<file path="config.mk">
export PLATFORM = sky130hd
export DESIGN_NAME = pdr_regs
export DESIGN_NICKNAME = d
export VERILOG_FILES = /design/src/pdr_pkg.sv /design/src/pdr_good_delay.sv /design/src/pdr_regs.sv
export SDC_FILE = /design/constraint.sdc
export NUM_CORES = 1
export LEC_CHECK = 0
export BUFFER_PORTS_ARGS = -buffer_cell sky130_fd_sc_hd__buf_2
export CORE_ASPECT_RATIO = 1.1
export CORE_MARGIN = 8
export CORE_UTILIZATION = 30
export CTS_CLUSTER_SIZE = 12
export DETAILED_ROUTE_END_ITERATION = 7
export SLEW_MARGIN = 20
export SYNTH_ARGS = -nofsm -noshare
export SYNTH_HDL_FRONTEND = slang
export SYNTH_SLANG_ARGS = --single-unit
</file>
<file path="constraint.sdc">
create_clock -name CLK_I -period 3.3 [get_ports CLK_I]
set_input_delay 0.66 -clock CLK_I [delete_from_list [all_inputs] [get_ports CLK_I]]
set_output_delay 0.66 -clock CLK_I [all_outputs]
set_load 0.02 [all_outputs]
</file>
<file path="src/pdr_pkg.sv">
// Package for the discharge, power-good delay and shutdown register slice
package pdr_pkg;
  // ----------------------------------------------------------------------
  // Register map
  // ----------------------------------------------------------------------
  localparam logic [7:0] DISCHARGE_CONTROL_THREE_ADDR     = 8'h42;
  localparam logic [7:0] POWER_GOOD_DELAY_ONE_ADDR        = 8'h43;
  localparam logic [7:0] FORCED_EMERGENCY_SHUTDOWN_ADDR   = 8'h91;
  localparam logic [7:0] STEP_DOWN_ONE_SLEEP_CONTROL_ADDR = 8'h92;

  // ----------------------------------------------------------------------
  // Field positions
  // ----------------------------------------------------------------------
  localparam int LOAD_SWITCH_B_TWO_LSB  = 4;
  localparam int LOAD_SWITCH_B_ONE_LSB  = 2;
  localparam int LDO3_LSB  = 0;
  localparam int SEL_W     = 2;
  localparam int DELAY_W   = 3;
  localparam int CODE_LSB  = 1;
  localparam int CODE_W    = 7;
  localparam int FORCE_SHUTDOWN_BIT_BIT  = 0;
  localparam int SLP_BIT   = 0;

  // ----------------------------------------------------------------------
  // Reset values (unprinted ones chosen neutral)
  // ----------------------------------------------------------------------
  localparam logic [7:0] DISCH_RST = 8'h15;
  localparam logic [2:0] DELAY_RST = 3'h0;
  localparam logic [7:0] SLEEP_RST = 8'h00;
  localparam logic [7:0] ZERO_BYTE = 8'h00;
  localparam logic [1:0] SEL_NONE  = 2'h0;

  // ----------------------------------------------------------------------
  // Discharge path decode
  // ----------------------------------------------------------------------
  typedef enum logic [1:0] {
    PDR_DIS_NONE = 2'b00,
    PDR_DIS_100  = 2'b01,
    PDR_DIS_200  = 2'b10,
    PDR_DIS_500  = 2'b11
  } pdr_discharge_type;

  // ----------------------------------------------------------------------
  // Output pin three usage
  // ----------------------------------------------------------------------
  typedef enum logic [1:0] {
    PDR_PIN_POWER_GOOD = 2'b00,
    PDR_PIN_LEVEL_SHIFT = 2'b01,
    PDR_PIN_HOST_DRIVEN = 2'b10
  } pdr_pin_mode_type;

  // ----------------------------------------------------------------------
  // Timing: delays in microseconds, clock in MHz
  // ----------------------------------------------------------------------
  localparam int CLK_MHZ = 250;
  localparam int US_PER_TICK = 1;
  localparam int TICK_CYCLES = CLK_MHZ * US_PER_TICK;
  localparam int DELAY_US_0 = 2500;
  localparam int DELAY_US_1 = 5000;
  localparam int DELAY_US_2 = 10000;
  localparam int DELAY_US_3 = 15000;
  localparam int DELAY_US_4 = 20000;
  localparam int DELAY_US_5 = 50000;
  localparam int DELAY_US_6 = 75000;
  localparam int DELAY_US_7 = 100000;
  localparam int TICK_CNT_W = 17;
endpackage : pdr_pkg

</file>
<file path="src/pdr_good_delay.sv">
// Power-good delay timer for output pin three
`timescale 1ns/1ns
module pdr_good_delay #(
  parameter int TICK_LEN = pdr_pkg::TICK_CYCLES
) (
  input  wire logic                        CLK_I,
  input  wire logic                        RST_N_I,
  input  wire logic                        clr_i,
  input  wire logic                        all_in_reg_i,
  input  wire logic [pdr_pkg::DELAY_W-1:0] sel_i,
  output logic                             good_o
);
  import pdr_pkg::*;

  // The prescaler is 16 bits wide, so the tick length has to fit in it
  if (TICK_LEN < 1 || TICK_LEN > 65536) begin : g_bad_tick
    $error("TICK_LEN must be between 1 and 65536 cycles");
  end

  logic [15:0]           pre_q, pre_d;
  logic [TICK_CNT_W-1:0] tick_q, tick_d;
  logic                  good_q, good_d;
  logic [TICK_CNT_W-1:0] limit;

  // Delay target in microsecond ticks
  always_comb begin
    case (sel_i)
      3'h0:    limit = TICK_CNT_W'(DELAY_US_0);
      3'h1:    limit = TICK_CNT_W'(DELAY_US_1);
      3'h2:    limit = TICK_CNT_W'(DELAY_US_2);
      3'h3:    limit = TICK_CNT_W'(DELAY_US_3);
      3'h4:    limit = TICK_CNT_W'(DELAY_US_4);
      3'h5:    limit = TICK_CNT_W'(DELAY_US_5);
      3'h6:    limit = TICK_CNT_W'(DELAY_US_6);
      default: limit = TICK_CNT_W'(DELAY_US_7);
    endcase
  end

  // Count only while every grouped rail is in regulation; drop at once otherwise
  always_comb begin
    pre_d  = pre_q;
    tick_d = tick_q;
    good_d = good_q;
    if (clr_i || !all_in_reg_i) begin
      pre_d  = '0;
      tick_d = '0;
      good_d = 1'b0;
    end else if (!good_q) begin
      if (pre_q == 16'(TICK_LEN - 1)) begin
        pre_d  = '0;
        tick_d = tick_q + 1'b1;
        if (tick_q + 1'b1 >= limit) good_d = 1'b1;
      end else begin
        pre_d = pre_q + 1'b1;
      end
    end
  end

  // Registers
  always_ff @(posedge CLK_I) begin
    if (!RST_N_I) begin
      pre_q  <= '0;
      tick_q <= '0;
      good_q <= 1'b0;
    end else begin
      pre_q  <= pre_d;
      tick_q <= tick_d;
      good_q <= good_d;
    end
  end

  assign good_o = good_q;
endmodule : pdr_good_delay

</file>
<file path="src/pdr_regs.sv">
// Discharge, power-good delay, forced shutdown and sleep control registers
//
// Behaviour
// - Discharge field forced to 00 while its rail is enabled.
// - Discharge register: B2 at 5:4, B1 at 3:2, aux LDO at 1:0.
// - Field codes: 00 none, 01 100 ohm, 10 200 ohm, 11 500 ohm.
// - Delay counts once all grouped rails regulate; then power good asserts.
// - Delay code picks 2.5, 5, 10, 15, 20, 50, 75 or 100 ms.
// - Pin three is power good, level shifter or host-driven output.
// - Host-driven pin without termination enable ignores delay; default 0.
// - Writing 1 to shutdown bit 0 starts shutdown; 0 does nothing.
// - Shutdown resets the whole controller and every register.
// - Shutdown bit clears itself, never reads back as 1.
// - A shutdown data byte with bit 0 set is not acknowledged; one with bit 0 clear is.
// - Sleep register bits 7:1 hold the sleep voltage code.
// - Sleep bit 0 selects sleep code while sleep pin low, else normal.
`timescale 1ns/1ns
module pdr_regs #(
  parameter int TICK_LEN = pdr_pkg::TICK_CYCLES
) (
  input  wire logic                             CLK_I,
  input  wire logic                             RST_N_I,
  // Register port from the serial target logic
  input  wire logic                             WR_EN_I,
  input  wire logic                             RD_EN_I,
  input  wire logic [7:0]                       ADDR_I,
  input  wire logic [7:0]                       WDATA_I,
  output logic      [7:0]                       RDATA_O,
  output logic                                  ACK_O,
  // Rail status
  input  wire logic                             LOAD_SWITCH_B_TWO_EN_I,
  input  wire logic                             LOAD_SWITCH_B_ONE_EN_I,
  input  wire logic                             LDO3_EN_I,
  input  wire logic                             GROUP_IN_REG_I,
  input  wire pdr_pkg::pdr_pin_mode_type        PIN_MODE_I,
  input  wire logic                             TERM_REG_USE_I,
  input  wire logic                             HOST_PIN_LEVEL_I,
  input  wire logic                             LEVEL_SHIFT_IN_I,
  input  wire logic                             SLEEP_PIN_N_I,
  input  wire logic [pdr_pkg::CODE_W-1:0]       NORMAL_CODE_I,
  // Outputs
  output logic [1:0]                            LOAD_SWITCH_B_TWO_DISCHARGE_O,
  output logic [1:0]                            LOAD_SWITCH_B_ONE_DISCHARGE_O,
  output logic [1:0]                            LDO3_DISCHARGE_O,
  output logic                                  OUT_PIN_THREE_O,
  output logic [pdr_pkg::CODE_W-1:0]            STEP_CODE_O,
  output logic                                  SHUTDOWN_O
);
  import pdr_pkg::*;

  // --------------------------------------------------------------------
  // State
  // --------------------------------------------------------------------
  logic [5:0]         disch_q, disch_d;
  logic [DELAY_W-1:0] delay_q, delay_d;
  logic [7:0]         sleep_q, sleep_d;
  logic               force_shutdown_bit_q, force_shutdown_bit_d;
  logic [7:0]         rdata_q, rdata_d;
  logic               ack_q, ack_d;
  logic [1:0]         load_switch_b_two_q, load_switch_b_one_q, ldo3_q;
  logic [1:0]         load_switch_b_two_d, load_switch_b_one_d, ldo3_d;
  logic               pin_q, pin_d;
  logic [CODE_W-1:0]  code_q, code_d;
  logic               good;
  logic               delay_active;
  logic               wr_disch, wr_delay, wr_force_shutdown_bit, wr_sleep;
  logic               sys_rst_n;

  // Shutdown acts as a controller-wide synchronous reset one cycle later
  assign sys_rst_n = RST_N_I && !force_shutdown_bit_q;

  assign wr_disch = WR_EN_I && (ADDR_I == DISCHARGE_CONTROL_THREE_ADDR);
  assign wr_delay = WR_EN_I && (ADDR_I == POWER_GOOD_DELAY_ONE_ADDR);
  assign wr_force_shutdown_bit  = WR_EN_I && (ADDR_I == FORCED_EMERGENCY_SHUTDOWN_ADDR);
  assign wr_sleep = WR_EN_I && (ADDR_I == STEP_DOWN_ONE_SLEEP_CONTROL_ADDR);

  // --------------------------------------------------------------------
  // Register writes and read mux
  // --------------------------------------------------------------------
  always_comb begin
    disch_d = disch_q;
    delay_d = delay_q;
    sleep_d = sleep_q;
    force_shutdown_bit_d  = 1'b0;
    ack_d   = 1'b0;
    rdata_d = rdata_q;
    if (wr_disch) disch_d = WDATA_I[5:0];
    if (wr_delay) delay_d = WDATA_I[DELAY_W-1:0];
    if (wr_sleep) sleep_d = WDATA_I;
    if (wr_force_shutdown_bit) begin
      force_shutdown_bit_d = WDATA_I[FORCE_SHUTDOWN_BIT_BIT];
    end
    // Fields clear while the owning rail is on; write of the same cycle loses
    if (LOAD_SWITCH_B_TWO_EN_I) disch_d[LOAD_SWITCH_B_TWO_LSB +: SEL_W] = SEL_NONE;
    if (LOAD_SWITCH_B_ONE_EN_I) disch_d[LOAD_SWITCH_B_ONE_LSB +: SEL_W] = SEL_NONE;
    if (LDO3_EN_I) disch_d[LDO3_LSB +: SEL_W] = SEL_NONE;
    // Every write is acknowledged except a shutdown request
    if (WR_EN_I) ack_d = !(wr_force_shutdown_bit && WDATA_I[FORCE_SHUTDOWN_BIT_BIT]);
    if (RD_EN_I) begin
      ack_d = 1'b1;
      case (ADDR_I)
        DISCHARGE_CONTROL_THREE_ADDR:     rdata_d = {2'h0, disch_q};
        POWER_GOOD_DELAY_ONE_ADDR:        rdata_d = {5'h00, delay_q};
        FORCED_EMERGENCY_SHUTDOWN_ADDR:   rdata_d = ZERO_BYTE;
        STEP_DOWN_ONE_SLEEP_CONTROL_ADDR: rdata_d = sleep_q;
        default:                          rdata_d = ZERO_BYTE;
      endcase
    end
  end

  // --------------------------------------------------------------------
  // Output decode: discharge paths, pin three, regulator code
  // --------------------------------------------------------------------
  // Delay only counts in the power-good usage or when the pin enables termination
  assign delay_active = (PIN_MODE_I == PDR_PIN_POWER_GOOD) || TERM_REG_USE_I;

  always_comb begin
    load_switch_b_two_d = disch_q[LOAD_SWITCH_B_TWO_LSB +: SEL_W];
    load_switch_b_one_d = disch_q[LOAD_SWITCH_B_ONE_LSB +: SEL_W];
    ldo3_d = disch_q[LDO3_LSB +: SEL_W];
    // Rail enable gates the path too, so a path is off from one cycle after its rail turns on
    if (LOAD_SWITCH_B_TWO_EN_I) load_switch_b_two_d = PDR_DIS_NONE;
    if (LOAD_SWITCH_B_ONE_EN_I) load_switch_b_one_d = PDR_DIS_NONE;
    if (LDO3_EN_I) ldo3_d = PDR_DIS_NONE;
    case (PIN_MODE_I)
      PDR_PIN_POWER_GOOD:  pin_d = good;
      PDR_PIN_LEVEL_SHIFT: pin_d = LEVEL_SHIFT_IN_I;
      PDR_PIN_HOST_DRIVEN: pin_d = HOST_PIN_LEVEL_I;
      default:             pin_d = 1'b0;
    endcase
    // Sleep code only while the select bit is set and the sleep pin is low
    if (sleep_q[SLP_BIT] && !SLEEP_PIN_N_I) code_d = sleep_q[CODE_LSB +: CODE_W];
    else                                   code_d = NORMAL_CODE_I;
  end

  pdr_good_delay #(
    .TICK_LEN (TICK_LEN)
  ) u_delay (
    .CLK_I        (CLK_I),
    .RST_N_I      (sys_rst_n),
    .clr_i        (!delay_active),
    .all_in_reg_i (GROUP_IN_REG_I),
    .sel_i        (delay_q),
    .good_o       (good)
  );

  // --------------------------------------------------------------------
  // Registers; shutdown returns all of them to reset values
  // --------------------------------------------------------------------
  always_ff @(posedge CLK_I) begin
    if (!sys_rst_n) begin
      disch_q <= DISCH_RST[5:0];
      delay_q <= DELAY_RST;
      sleep_q <= SLEEP_RST;
      force_shutdown_bit_q  <= 1'b0;
      rdata_q <= ZERO_BYTE;
      ack_q   <= 1'b0;
      load_switch_b_two_q  <= SEL_NONE;
      load_switch_b_one_q  <= SEL_NONE;
      ldo3_q  <= SEL_NONE;
      pin_q   <= 1'b0;
      code_q  <= '0;
    end else begin
      disch_q <= disch_d;
      delay_q <= delay_d;
      sleep_q <= sleep_d;
      force_shutdown_bit_q  <= force_shutdown_bit_d;
      rdata_q <= rdata_d;
      ack_q   <= ack_d;
      load_switch_b_two_q  <= load_switch_b_two_d;
      load_switch_b_one_q  <= load_switch_b_one_d;
      ldo3_q  <= ldo3_d;
      pin_q   <= pin_d;
      code_q  <= code_d;
    end
  end

  // Outputs straight from flip-flops
  assign RDATA_O          = rdata_q;
  assign ACK_O            = ack_q;
  assign LOAD_SWITCH_B_TWO_DISCHARGE_O = load_switch_b_two_q;
  assign LOAD_SWITCH_B_ONE_DISCHARGE_O = load_switch_b_one_q;
  assign LDO3_DISCHARGE_O = ldo3_q;
  assign OUT_PIN_THREE_O  = pin_q;
  assign STEP_CODE_O      = code_q;
  assign SHUTDOWN_O       = force_shutdown_bit_q;
endmodule : pdr_regs

</file>
# After elaboration in Yosys (flattened, before gate mapping)
# Index checks and enable logic that the tools add are counted.
[totals]
ff_bits = 75
elab_cells = 76
[op_classes]
addsub = 2
magnitude_cmp = 1
eq_ne = 13
muxes = 14
bitwise = 2
reduce_logical = 25
[ops]
columns = ["op", "n"]
rows = [
  ["$pmux W17 S7", 1],
  ["$pmux W8 S3", 1],
  ["$add A17 B1 Y17 const B", 1],
  ["$ge A17 B17 Y1", 1],
  ["$add A16 B1 Y16 const B", 1],
  ["$eq A16 B8 Y1 const B", 1],
  ["$eq A8 B7 Y1 const B", 2],
  ["$eq A8 B8 Y1 const B", 2],
  ["$mux W16", 1],
  ["$eq A3 B3 Y1 const B", 3],
  ["$mux W1", 8],
  ["$reduce_or A2 Y1", 4],
  ["$logic_and A1 B1 Y1", 7],
  ["$mux W7", 1],
  ["$eq A3 B2 Y1 const B", 2],
  ["$reduce_bool A2 Y1", 3],
  ["$logic_not A1 Y1", 5],
  ["$mux W5", 1],
  ["$reduce_and A2 Y1", 2],
  ["$eq A3 B1 Y1 const B", 1],
  ["$logic_not A3 Y1", 1],
  ["$pmux W1 S3", 1],
  ["$eq A2 B1 Y1 const B", 1],
  ["$eq A2 B2 Y1 const B", 1],
  ["other kinds (3)", 5],
]

# Logic depth before layout (Yosys ltp)
# Gate-level depths: netlist of run 1.
[depth]
depth_word = 6
ltp_mapped = 11
mapped_depth_nobuf = 10

# Modules after synthesis
# A second synthesis of run 1 with hierarchy kept.
[hier_totals]
cells_unflattened = 423
hier_area_um2 = 3836.2
[modules_own_cells]
columns = ["module", "instances", "cells_each", "area_per_inst_um2", "seq_area_each_um2"]
rows = [
  ["pdr_good_delay", 1, 268, 2195.9, 680.7],
  ["pdr_regs", 1, 155, 1640.3, 820.8],
]

# Worst setup path before layout of run 1
# OpenSTA, ideal clock, no wires.
[synth_path]
path_type = "register to register"
startpoint = "register u_delay.tick_q[0]"
endpoint = "register u_delay.good_q, in the netlist u_delay.good_o"
setup_ns = 0.091
arrival_time_ns = 2.315
t_required_ns = 3.209
path_slack_ns = 0.894
path_stages_with_launch = 12
n_path_buf = 1
period_less_slack_ns = 2.406
cell_sequence = "dfxtp_1 -> ha_1 -> and2_1 -> clkbuf_1 -> nand4_1 -> nor2_1 -> xor2_1 -> ha_1 -> nand2_1 -> nor4_1 -> nand3_1 -> a311oi_1"
[synth_between]
elab_chain_cells = 5
[synth_rtl]
columns = ["item", "line", "rtl"]
rows = [
  ["start, declared", "pdr_good_delay.sv:21", "logic [TICK_CNT_W-1:0] tick_q, tick_d;"],
  ["start signal, assigned", "pdr_good_delay.sv:67", "tick_q <= tick_d;"],
  ["$add A17 B1 Y17", "pdr_good_delay.sv:52", "if (tick_q + 1'b1 >= limit) good_d = 1'b1;"],
  ["$ge A17 B17 Y1", "pdr_good_delay.sv:52", ""],
  ["$mux W1", "pdr_good_delay.sv:52", ""],
  ["$mux W1", "pdr_good_delay.sv:49", "if (pre_q == 16'(TICK_LEN - 1)) begin"],
  ["$mux W1", "pdr_good_delay.sv:48", "end else if (!good_q) begin"],
  ["end signal, assigned", "pdr_good_delay.sv:68", "good_q <= good_d;"],
  ["end, declared", "pdr_good_delay.sv:22", "logic good_q, good_d;"],
]
# Every way passes these cells.
# A chain may end at the register's enable or synchronous reset.

# Worst setup path in the final report of run 1
# Ends and elaborated chain as after synthesis.

==> results of run 1 <==
==> cells in the mapped netlist, types with 2 or more instances <==
master	n
mux2i_1	26
inv_1	5
or2_2	2
and2_1	2
nand2_1	30
buf_2	3
a21oi_1	30
or3_1	11
a22oi_1	7
nor3_1	6
nor3b_1	7
and4_1	5
nor4b_2	3
dfxtp_1	75
and3_1	3
or4_1	8
o31ai_1	8
a22o_1	3
nor2b_1	3
nand3_1	15
nand4_1	11
o21a_1	2
xor2_1	11
xnor2_1	15
ha_1	19
nand2b_1	7
o21ai_0	24
nor2_1	52
clkbuf_1	16
mux2_2	2
buf_4	3
==> routing by layer <==
layer / track usage [%] / wire length, um
met2: 18.4 / 4370
met3: 3.83 / 613
met5: 0 / 0
met4: 4.55 / 169
met1: 13.8 / 4060
==> report_power, final <==
group	switching [mW]	internal [mW]
clock network	0.355	0.583
logic	0.0570	0.0387
registers	0.00575	0.917
total	0.418	1.54
==> final cells by class <==
cell class	instances	share of cell area (%)
Multi-Input combinational cell	329	48.3
Sequential cell	75	33.1
Timing Repair Buffer	65	7.45
Clock buffer	13	6.18
Tap cell	157	4.33
Inverter	5	0.414
Clock inverter	1	0.166
==> kinds of logic after synthesis <==
group,after synthesis,share of synthesized area (%)
compound gates,83,13.2
mux,28,7.44
simple gates,173,24.6
fa+ha+maj,19,6.25
flops,75,39.5
buf+inv,27,3.06
xor+xnor,26,5.99
==> worst register-to-register path: stages, from the launching register on <==
cell      delay [ps]
dfxtp_1          400
ha_1             220
and2_1           280
nand4_1          240
nor2_1           180
xor2_1            90
ha_1             290
nand2_1           90
nor4_1           400
nand3_1          140
a311oi_1         300
==> path summary, 6_finish.rpt <==
check        slack (ps)                      startpoint  cells after the start                   endpoint
min reg2reg         470         RDATA_O[5]$_SDFFE_PN0P_                      2    RDATA_O[5]$_SDFFE_PN0P_
max reg2reg         570  u_delay.tick_q[0]$_SDFFE_PP0P_                     10  u_delay.good_o$_SDFF_PP0_
max                 570  u_delay.tick_q[0]$_SDFFE_PP0P_                     10  u_delay.good_o$_SDFF_PP0_
min                 470         RDATA_O[5]$_SDFFE_PN0P_                      2    RDATA_O[5]$_SDFFE_PN0P_
==> cell usage in the layout, fill, tap and decap left out, drive strengths merged, types with 3 or more instances in the layout <==
cell type,n
clkbuf,13
dfxtp,75
o31ai,8
mux2i,26
nor3b,7
and4,5
inv,5
nor2b,3
nor2,52
a22oi,7
ha,19
or3,11
nor4b,4
nand2b,7
a21oi,30
nor3,6
o21ai,24
buf,65
xnor2,15
nand2,30
a22o,3
xor2,11
and3,3
nand3,15
nand4,12
or4,8
==> registers in the layout (all words and copies together), names as in the netlist <==
register	flops
ACK_O	1
LDO3_DISCHARGE_O	2
LOAD_SWITCH_B_ONE_DISCHARGE_O	2
LOAD_SWITCH_B_TWO_DISCHARGE_O	2
OUT_PIN_THREE_O	1
RDATA_O	8
SHUTDOWN_O	1
STEP_CODE_O	7
delay_q	3
disch_q	6
sleep_q	8
u_delay.good_o	1
u_delay.pre_q	16
u_delay.tick_q	17
==> per-stage QoR <==
step	power, mW	hold slack, ps	setup slack, ps	util [%]	area, um^2
global route	2.03	494	226	36.3	4530
CTS	1.98	472	578	36.3	4530
floorplan	0.988	455	894	-	3800
global placement	1.04	456	830	34.0	4250
finish	1.96	472	565	36.3	4530
detailed placement	1.04	458	641	34.0	4250
==> results.sh, run 1 <==
export IMPL_status="finished, final reports clean"
export IMPL_dpl_cell_count=631
export IMPL_hold_buffers=0
export IMPL_cts_root_buf="clkbuf_16"
export IMPL_numCtsBuffers=9
export IMPL_fin_crit_ps=2730
export IMPL_wl_mm=9.21
export IMPL_cp_start_kind="flop"
export IMPL_path_cells="ha_1 > and2_1 > nand4_1 > nor2_1 > xor2_1 > ha_1 > nand2_1 > nor4_1 > nand3_1 > a311oi_1"
export IMPL_critPathRequiredTime_ps=3530
export IMPL_multi_input_area_um2=2190
export IMPL_cts_tree="done"
export IMPL_period_share_pct=82.9
export IMPL_crit_type="reg2reg"
export IMPL_critPathBufInv=0
export IMPL_die_area_um2=16500
export IMPL_synth_top_area_cell="dfxtp_1"
export IMPL_grt_pass1_vias=3306
export IMPL_coreArea_um2=12500
export IMPL_fin_nets=541
export IMPL_grt_usage_pct=11.5
export IMPL_synthDistinctLibCells=48
export IMPL_synth_ff_type="dfxtp_1"
export IMPL_cts_htree_levels=3
export IMPL_grt_max_degree=31
export IMPL_routedWlPerCell_um=14.3
export IMPL_dieHeight_um=134
export IMPL_route_vias_total=3287
export IMPL_dr_pass1_iters=4
export IMPL_power_density_nw_per_um2=432
export IMPL_finalSetupViolations=0
export IMPL_post_cts_buffers=0
export IMPL_synthArstFlopShare_pct=0
export IMPL_antenna_found_initial=0
export IMPL_drc=0
export IMPL_synthCells=431
export IMPL_diodes=0
export IMPL_crit_slowest_cell="dfxtp_1"
export IMPL_rsz0062_at_grt="false"
export IMPL_p_leak_nw=1.89
export IMPL_syn_to_final_growth_pct=19.2
export IMPL_fillers=1312
export IMPL_hold_violations=0
export IMPL_stdcell_count=645
export IMPL_synth_area_leaders="dfxtp_1 (39%), mux2i_1 (6.8%), ha_1 (6.3%)"
export IMPL_overflow=0
export IMPL_skew_ps=4.85
export IMPL_clk_pin_slew_worst_paths_ps=60
export IMPL_post_cts_resized=0
export IMPL_crit_top_cell="ha_1"
export IMPL_max_freq_ghz=0.366
export IMPL_die_w_um=123
export IMPL_start_util_pct=30.5
export IMPL_crit_family="simple AND/OR/NAND/NOR gates"
export IMPL_cp_end_kind="flop"
export IMPL_clk_latency_ps=330
export IMPL_synth_edf_count=0
export IMPL_slew_headroom_pct=56.3
export IMPL_syn_area_um2=3800
export IMPL_irDropWorstVdd_mv=0.271
export IMPL_port_buffers=60
export IMPL_via_per_inst=5.10
export IMPL_cts_sinks=75
export IMPL_clk_path_buf_depth=2
export IMPL_path_max_fanout=6
export IMPL_hp_class="reg2reg"
export IMPL_syn_mean_instance_area_um2=8.82
export IMPL_ys_warn_count=0
export IMPL_syn_num_nets=487
export IMPL_finalSetupTns_ps=0
export IMPL_final_layout_size_suffix_gt1_share_pct=18.4
export IMPL_synth_seq_cells=75
export IMPL_tightest_slew_ps=656
export IMPL_hpwlAfterDp_mm=6.95
export IMPL_num_io_pins=61
export IMPL_globalplace_congestion=0.820
export IMPL_max_stage_delay_ps=400
export IMPL_antenna_left=0
export IMPL_slew_viol_final=0
export IMPL_yosysSeqAreaShare_pct=39.5
export IMPL_yosysTopAreaCellShare_pct=39.5
export IMPL_drt_initial_drc_count=208
export IMPL_cp_arrival_ps=2970
export IMPL_grt_first_pass_wirelength_mm=15.4
export IMPL_area_sequential_um2=1500
export IMPL_rows=43
export IMPL_maxCapViolCount=0
(Power assumes the default switching activity.)
==> run 2, diff against run 1 <==
Clock period 3.3 ns to 2.8 ns, I/O delays scaled along.
==> run 2 against run 1 <==
Clock-buffer cell count fell by 1. Non-clock buffer count rose by 2. Clock skew barely moved. Largest cell class unchanged. Critical path depth did not move. Cell area rose by 0.25%. Total power rose by 18%. Sequential share of layout area fell by 0.082 points. Worst setup slack got worse by 240 ps. Global-route usage rose by 0.50 points.
==> results.sh, run 2 (same netlist as run 1, synthesis figures left out) <==
export IMPL_status="finished, final reports clean"
export IMPL_globalplace_congestion=0.807
export IMPL_crit_family="simple AND/OR/NAND/NOR gates"
export IMPL_final_cell_mix="dfxtp_1 (75), buf_2 (60), nor2_1 (52)"
export IMPL_p_seq_share_pct=47.3
export IMPL_post_cts_buffers=0
export IMPL_power_internal_mw=1.81
export IMPL_max_stage_delay_ps=420
export IMPL_clkPwrFrac_pct=47.8
export IMPL_overflow=0
export IMPL_via_per_inst=5.14
export IMPL_path_max_fanout=5
export IMPL_rrSetupSlack_ps=320
export IMPL_worstHoldPathCells=2
export IMPL_crit_slowest_cell="dfxtp_1"
export IMPL_power_density_nw_per_um2=506
export IMPL_cp_end_kind="flop"
export IMPL_drt_initial_drc_count=152
export IMPL_timing_rr_start="u_delay.tick_q[0]$_SDFFE_PP0P_"
export IMPL_grt_first_pass_wirelength_mm=16.0
export IMPL_cp_start_kind="flop"
export IMPL_dieHeight_um=134
export IMPL_final_common_cell="dfxtp_1"
export IMPL_rows=43
export IMPL_post_cts_resized=0
export IMPL_path_cells="ha_1 > and2_1 > nand4_1 > nor2_1 > xor2_1 > ha_1 > nand2_1 > nor4_2 > nand3_1 > a311oi_1"
export IMPL_min_to="LOAD_SWITCH_B_ONE_DISCHARGE_O[0]$_SDFF_PP0_"
export IMPL_grt_pass1_vias=3371
export IMPL_critPathBufInv=0
export IMPL_wl_mm=9.33
export IMPL_clk_path_buf_depth=2
export IMPL_die_area_um2=16500
export IMPL_max_freq_ghz=0.404
export IMPL_clk_latency_ps=330
export IMPL_slew_headroom_pct=62.9
export IMPL_cts_htree_levels=3
export IMPL_fillers=1314
export IMPL_skew_ps=4.86
export IMPL_fin_crit_ps=2480
export IMPL_swShare_pct=21.3
export IMPL_hold_violations=0
export IMPL_clk_pin_slew_worst_paths_ps=60
export IMPL_final_layout_size_suffix_gt1_share_pct=18.7
export IMPL_cts_sinks=75
export IMPL_critPathRequiredTime_ps=3040
export IMPL_pwr_share_comb_pct=4.9
export IMPL_hold_slack_ps=430
export IMPL_numCtsBuffers=9
export IMPL_drc=0
export IMPL_coreArea_um2=12500
export IMPL_hp_start="LOAD_SWITCH_B_ONE_EN_I"
export IMPL_rsz0062_at_grt="false"
export IMPL_reg2regPathDepth=10
export IMPL_hpwlAfterDp_mm=7.03
export IMPL_r2r_end="u_delay.good_o$_SDFF_PP0_"
export IMPL_route_vias_total=3328
export IMPL_die_w_um=123
export IMPL_period_share_pct=88.5
export IMPL_cts_root_buf="clkbuf_16"
export IMPL_maxCapViolCount=0
export IMPL_num_io_pins=61
export IMPL_syn_to_final_growth_pct=19.5
export IMPL_routedWlPerCell_um=14.4
export IMPL_fin_nets=543
export IMPL_finalSetupTns_ps=0
export IMPL_dr_pass1_iters=4
export IMPL_port_buffers=60
export IMPL_p_leak_nw=1.90
export IMPL_top_register="u_delay.tick_q"
export IMPL_diodes=0
export IMPL_hold_buffers=0
export IMPL_cts_tree="done"
export IMPL_cp_arrival_ps=2710
export IMPL_largest_reg_flops=17
export IMPL_grt_max_degree=20
export IMPL_largestRegisters="u_delay.tick_q: 17 flops, u_delay.pre_q: 16 flops"
export IMPL_start_util_pct=30.5
export IMPL_tightest_slew_ps=555
export IMPL_antenna_left=0
export IMPL_crit_top_cell="ha_1"
export IMPL_hp_class="in2reg"
export IMPL_grt_usage_pct=12.0
export IMPL_p_sw_mw=0.490
export IMPL_slew_viol_final=0
export IMPL_crit_type="reg2reg"
export IMPL_irDropWorstVdd_mv=0.370
export IMPL_finalSetupViolations=0
export IMPL_antenna_found_initial=0
run 2: cell types whose count changed in the layout (fill, tap and decap cells not counted), sizes merged:
cell      delta
buf          +2
clkinv       +2
bufinv       +1
clkbuf       -1
clkinvlp     -1
run 2: layout make-up:
class	count	area, um^2	area share, %
clock buffer	12	236	5.20
clock inverter	3	40.0	0.881
inverter	5	18.8	0.413
multi-input combinational	329	2200	48.4
sequential	75	1500	33.0
tap	157	196	4.32
timing repair buffer	67	353	7.76
run 2: power by group through the flow:
stage / combinational (mW) / sequential [mW] / clock, mW
detailed placement: 0.114 / 1.11 / 0
global placement: 0.112 / 1.11 / 0
finish: 0.113 / 1.09 / 1.10
global route: 0.125 / 1.09 / 1.18
CTS: 0.114 / 1.09 / 1.13
floorplan: 0.0434 / 1.12 / 0
run 2: layer usage:
metal	vias to the layer above	share of wire [%]	global-route usage (%)	wire length, um
met4	0	2.4	5.22	228
met3	19	6.3	4.50	584
li1	1665	-	-	-
met1	1550	44	13.9	4130
met2	94	47	19.2	4390
met5	-	0	0	0
run 2: worst register-to-register path, stage by stage, from the launching register on:
cell and delay (ps):
dfxtp_1 420, ha_1 240, and2_1 170, nand4_1 190
nor2_1 180, xor2_1 90, ha_1 300, nand2_1 90
nor4_2 320, nand3_1 110, a311oi_1 270
run 2: per-stage QoR:
| stage | util, % | cells | total power [mW] | cell area, um^2 | setup WS, ps |
|---|---|---|---|---|---|
| 6_report | 36.4 | 648 | 2.30 | 4540 | 322 |
| 5_1_grt | 36.4 | 648 | 2.39 | 4540 | 50.6 |
| 4_1_cts | 36.3 | 648 | 2.33 | 4540 | 219 |
| 3_5_place_dp | 34.1 | 633 | 1.22 | 4260 | 222 |
| 3_3_place_gp | 34.1 | 633 | 1.22 | 4260 | 368 |
| 2_1_floorplan | - | 431 | 1.16 | 3800 | 394 |
run 2: worst max-delay path by stage:
stage                                    from                        end  slack (ps)  depth (start not counted)
2_1_floorplan  u_delay.tick_q[0]$_SDFFE_PP0P_  u_delay.good_o$_SDFF_PP0_         390                         11
3_3_place_gp   u_delay.tick_q[3]$_SDFFE_PP0P_  u_delay.good_o$_SDFF_PP0_         370                          9
3_5_place_dp   u_delay.tick_q[3]$_SDFFE_PP0P_  u_delay.good_o$_SDFF_PP0_         220                          9
4_1_cts        u_delay.tick_q[3]$_SDFFE_PP0P_  u_delay.good_o$_SDFF_PP0_         220                          9
5_1_grt        u_delay.tick_q[0]$_SDFFE_PP0P_  u_delay.good_o$_SDFF_PP0_          50                         10
6_report       u_delay.tick_q[0]$_SDFFE_PP0P_  u_delay.good_o$_SDFF_PP0_         320                         10
==> run 3, diff against run 2 <==
--- a/config.mk
+++ b/config.mk
@@ -13,2 +13,4 @@
 export DETAILED_ROUTE_END_ITERATION = 7
+export PLACE_DENSITY_LB_ADDON = 0.12
+export RECOVER_POWER = 25
 export SLEW_MARGIN = 20
--- a/constraint.sdc
+++ b/constraint.sdc
@@ -3,2 +3,2 @@
 set_output_delay 0.56 -clock CLK_I [all_outputs]
-set_load 0.02 [all_outputs]
+set_load 0.01 [all_outputs]
==> run 3 against run 2 <==
Combinational power fell by 7%. Hold slack got worse by 7.9 ps. Sequential power barely moved. Fmax rose by 1.2%. Sequential share of layout area fell by 0.13 points. Register-to-register slack improved by 30 ps. Routed wire length rose by 8.8%. Via count fell by 1.4%. Global-route usage rose by 0.87 points. Sequential cell count did not move. Clock-buffer cell count fell by 1. Clock skew rose by 3.3 ps. Largest power group unchanged. Highest routed layer unchanged.
==> results.sh, run 3 (same netlist as run 1, synthesis figures left out) <==
export IMPL_clk_latency_ps=340
export IMPL_tightest_slew_ps=829
export IMPL_skew_ps=8.13
export IMPL_cts_tree="done"
export IMPL_hpwlAfterDp_mm=7.58
export IMPL_via_per_inst=5.06
export IMPL_wl_mm=10.2
export IMPL_top_register="u_delay.tick_q"
export IMPL_fin_ws_ps=351
export IMPL_path_cells="ha_1 > and2_1 > nand4_1 > nor2_1 > xor2_1 > ha_1 > nand2_1 > nor4_2 > nand3_1 > a311oi_1"
export IMPL_fin_nets=543
export IMPL_finalSetupTns_ps=0
export IMPL_port_buffers=60
export IMPL_antenna_found_initial=0
export IMPL_diodes=0
export IMPL_path_max_fanout=5
export IMPL_syn_to_final_growth_pct=20.0
export IMPL_dr_pass1_iters=4
export IMPL_rows=43
export IMPL_drc=0
export IMPL_place_ws_ps=366
export IMPL_cp_arrival_ps=2710
export IMPL_crit_top_cell="ha_1"
export IMPL_period_share_pct=87.5
export IMPL_slew_viol_final=0
export IMPL_numCtsBuffers=9
export IMPL_antenna_left=0
export IMPL_hold_buffers=0
export IMPL_coreArea_um2=12500
export IMPL_clk_path_buf_depth=2
export IMPL_cts_sinks=75
export IMPL_critPathRequiredTime_ps=3060
export IMPL_final_util_pct=36.5
export IMPL_final_common_cell="dfxtp_1"
export IMPL_crit_type="reg2reg"
export IMPL_final_cell_mix="dfxtp_1 (75), nor2_1 (52), buf_2 (51)"
export IMPL_dieHeight_um=134
export IMPL_status="finished, final reports clean"
export IMPL_final_layout_size_suffix_gt1_share_pct=17.1
export IMPL_grt_max_degree=31
export IMPL_grt_pass1_vias=3264
export IMPL_crit_slowest_cell="dfxtp_1"
export IMPL_hold_slack_ps=423
export IMPL_grt_first_pass_wirelength_mm=16.6
export IMPL_largest_reg_flops=17
export IMPL_critPathBufInv=0
export IMPL_max_stage_delay_ps=400
export IMPL_overflow=0
export IMPL_die_w_um=123
export IMPL_irDropWorstVdd_mv=0.348
export IMPL_cts_root_buf="clkbuf_16"
export IMPL_start_util_pct=30.5
export IMPL_maxCapViolCount=0
export IMPL_cp_end_kind="flop"
export IMPL_fin_crit_ps=2450
export IMPL_max_freq_ghz=0.408
export IMPL_finalSetupViolations=0
export IMPL_p_total_mw=2.40
export IMPL_clk_pin_slew_worst_paths_ps=60
export IMPL_slew_headroom_pct=44.8
export IMPL_num_io_pins=61
export IMPL_route_vias_total=3283
export IMPL_p_leak_nw=1.87
export IMPL_die_area_um2=16500
export IMPL_largestRegisters="u_delay.tick_q: 17 flops, u_delay.pre_q: 16 flops"
export IMPL_routedWlPerCell_um=15.6
export IMPL_power_density_nw_per_um2=527
export IMPL_cts_htree_levels=3
export IMPL_hp_class="in2reg"
export IMPL_cp_start_kind="flop"
export IMPL_globalplace_congestion=0.826
export IMPL_grt_usage_pct=12.9
export IMPL_drt_initial_drc_count=173
export IMPL_hold_violations=0
export IMPL_crit_family="simple AND/OR/NAND/NOR gates"
## run 3: cell types whose count changed in the layout (fill, tap and decap cells not counted), sizes merged
cell	delta
clkbuf	+10
inv	+1
clkinvlp	+1
buf	-11
## run 3: final timing paths
path                                                      end  slack (ps)  cells past startpoint                      startpoint
setup / recovery                    u_delay.good_o$_SDFF_PP0_         350                     10  u_delay.tick_q[0]$_SDFFE_PP0P_
hold / removal    LOAD_SWITCH_B_TWO_DISCHARGE_O[1]$_SDFF_PP0_         420                      2          LOAD_SWITCH_B_TWO_EN_I
setup reg to reg                    u_delay.good_o$_SDFF_PP0_         350                     10  u_delay.tick_q[0]$_SDFFE_PP0P_
hold reg to reg                       RDATA_O[0]$_SDFFE_PN0P_         470                      1         RDATA_O[0]$_SDFFE_PN0P_
## run 3: power by group
group          leakage [nW]  switching [mW]  internal [mW]
Sequential            0.608         0.00648           1.08
Combinational          1.11          0.0623         0.0429
Clock                 0.152           0.470          0.742
Total                  1.87           0.539           1.87
## run 3: what timing repair did
item                       in CTS  in global routing
resized for setup               0                  2
buffers inserted                0                  0
setup endpoints to repair       0                  1
## run 3: per-layer routing
layer | GRT usage, % | vias up | share of wire [%] | wire length, um
met1 | 16.4 | 1556 | 48 | 4880
met4 | 4.55 | 0 | 1.1 | 110
met3 | 3.95 | 7 | 4.1 | 415
met5 | 0 | - | 0 | 0
met2 | 19.9 | 50 | 47 | 4750
li1 | - | 1670 | - | -
## run 3: layout make-up
class                           count  area [um^2]
Clock buffer                       11          253
Clock inverter                      5         60.1
Fill cell                        1302         7920
Inverter                            5         18.8
Multi-Input combinational cell    329         2200
Sequential cell                    75         1500
Tap cell                          157          196
Timing Repair Buffer               67          334
## run 3: worst reg2reg max path, delay by kind of cell, from the launching register on
family                     cells  cell delay (ps)
and+or+nand+nor                6             1110
adders and majority gates      2              520
DFF                            1              400
AOI/OAI and AO/OA              1              240
xor gates and xnor gates       1               90
## run 3: per-stage QoR
step / instances / instance area [um^2]
5_1_grt: 649 / 4560
3_5_place_dp: 633 / 4260
6_report: 649 / 4560
4_1_cts: 649 / 4570
3_3_place_gp: 633 / 4260
2_1_floorplan: 431 / 3800
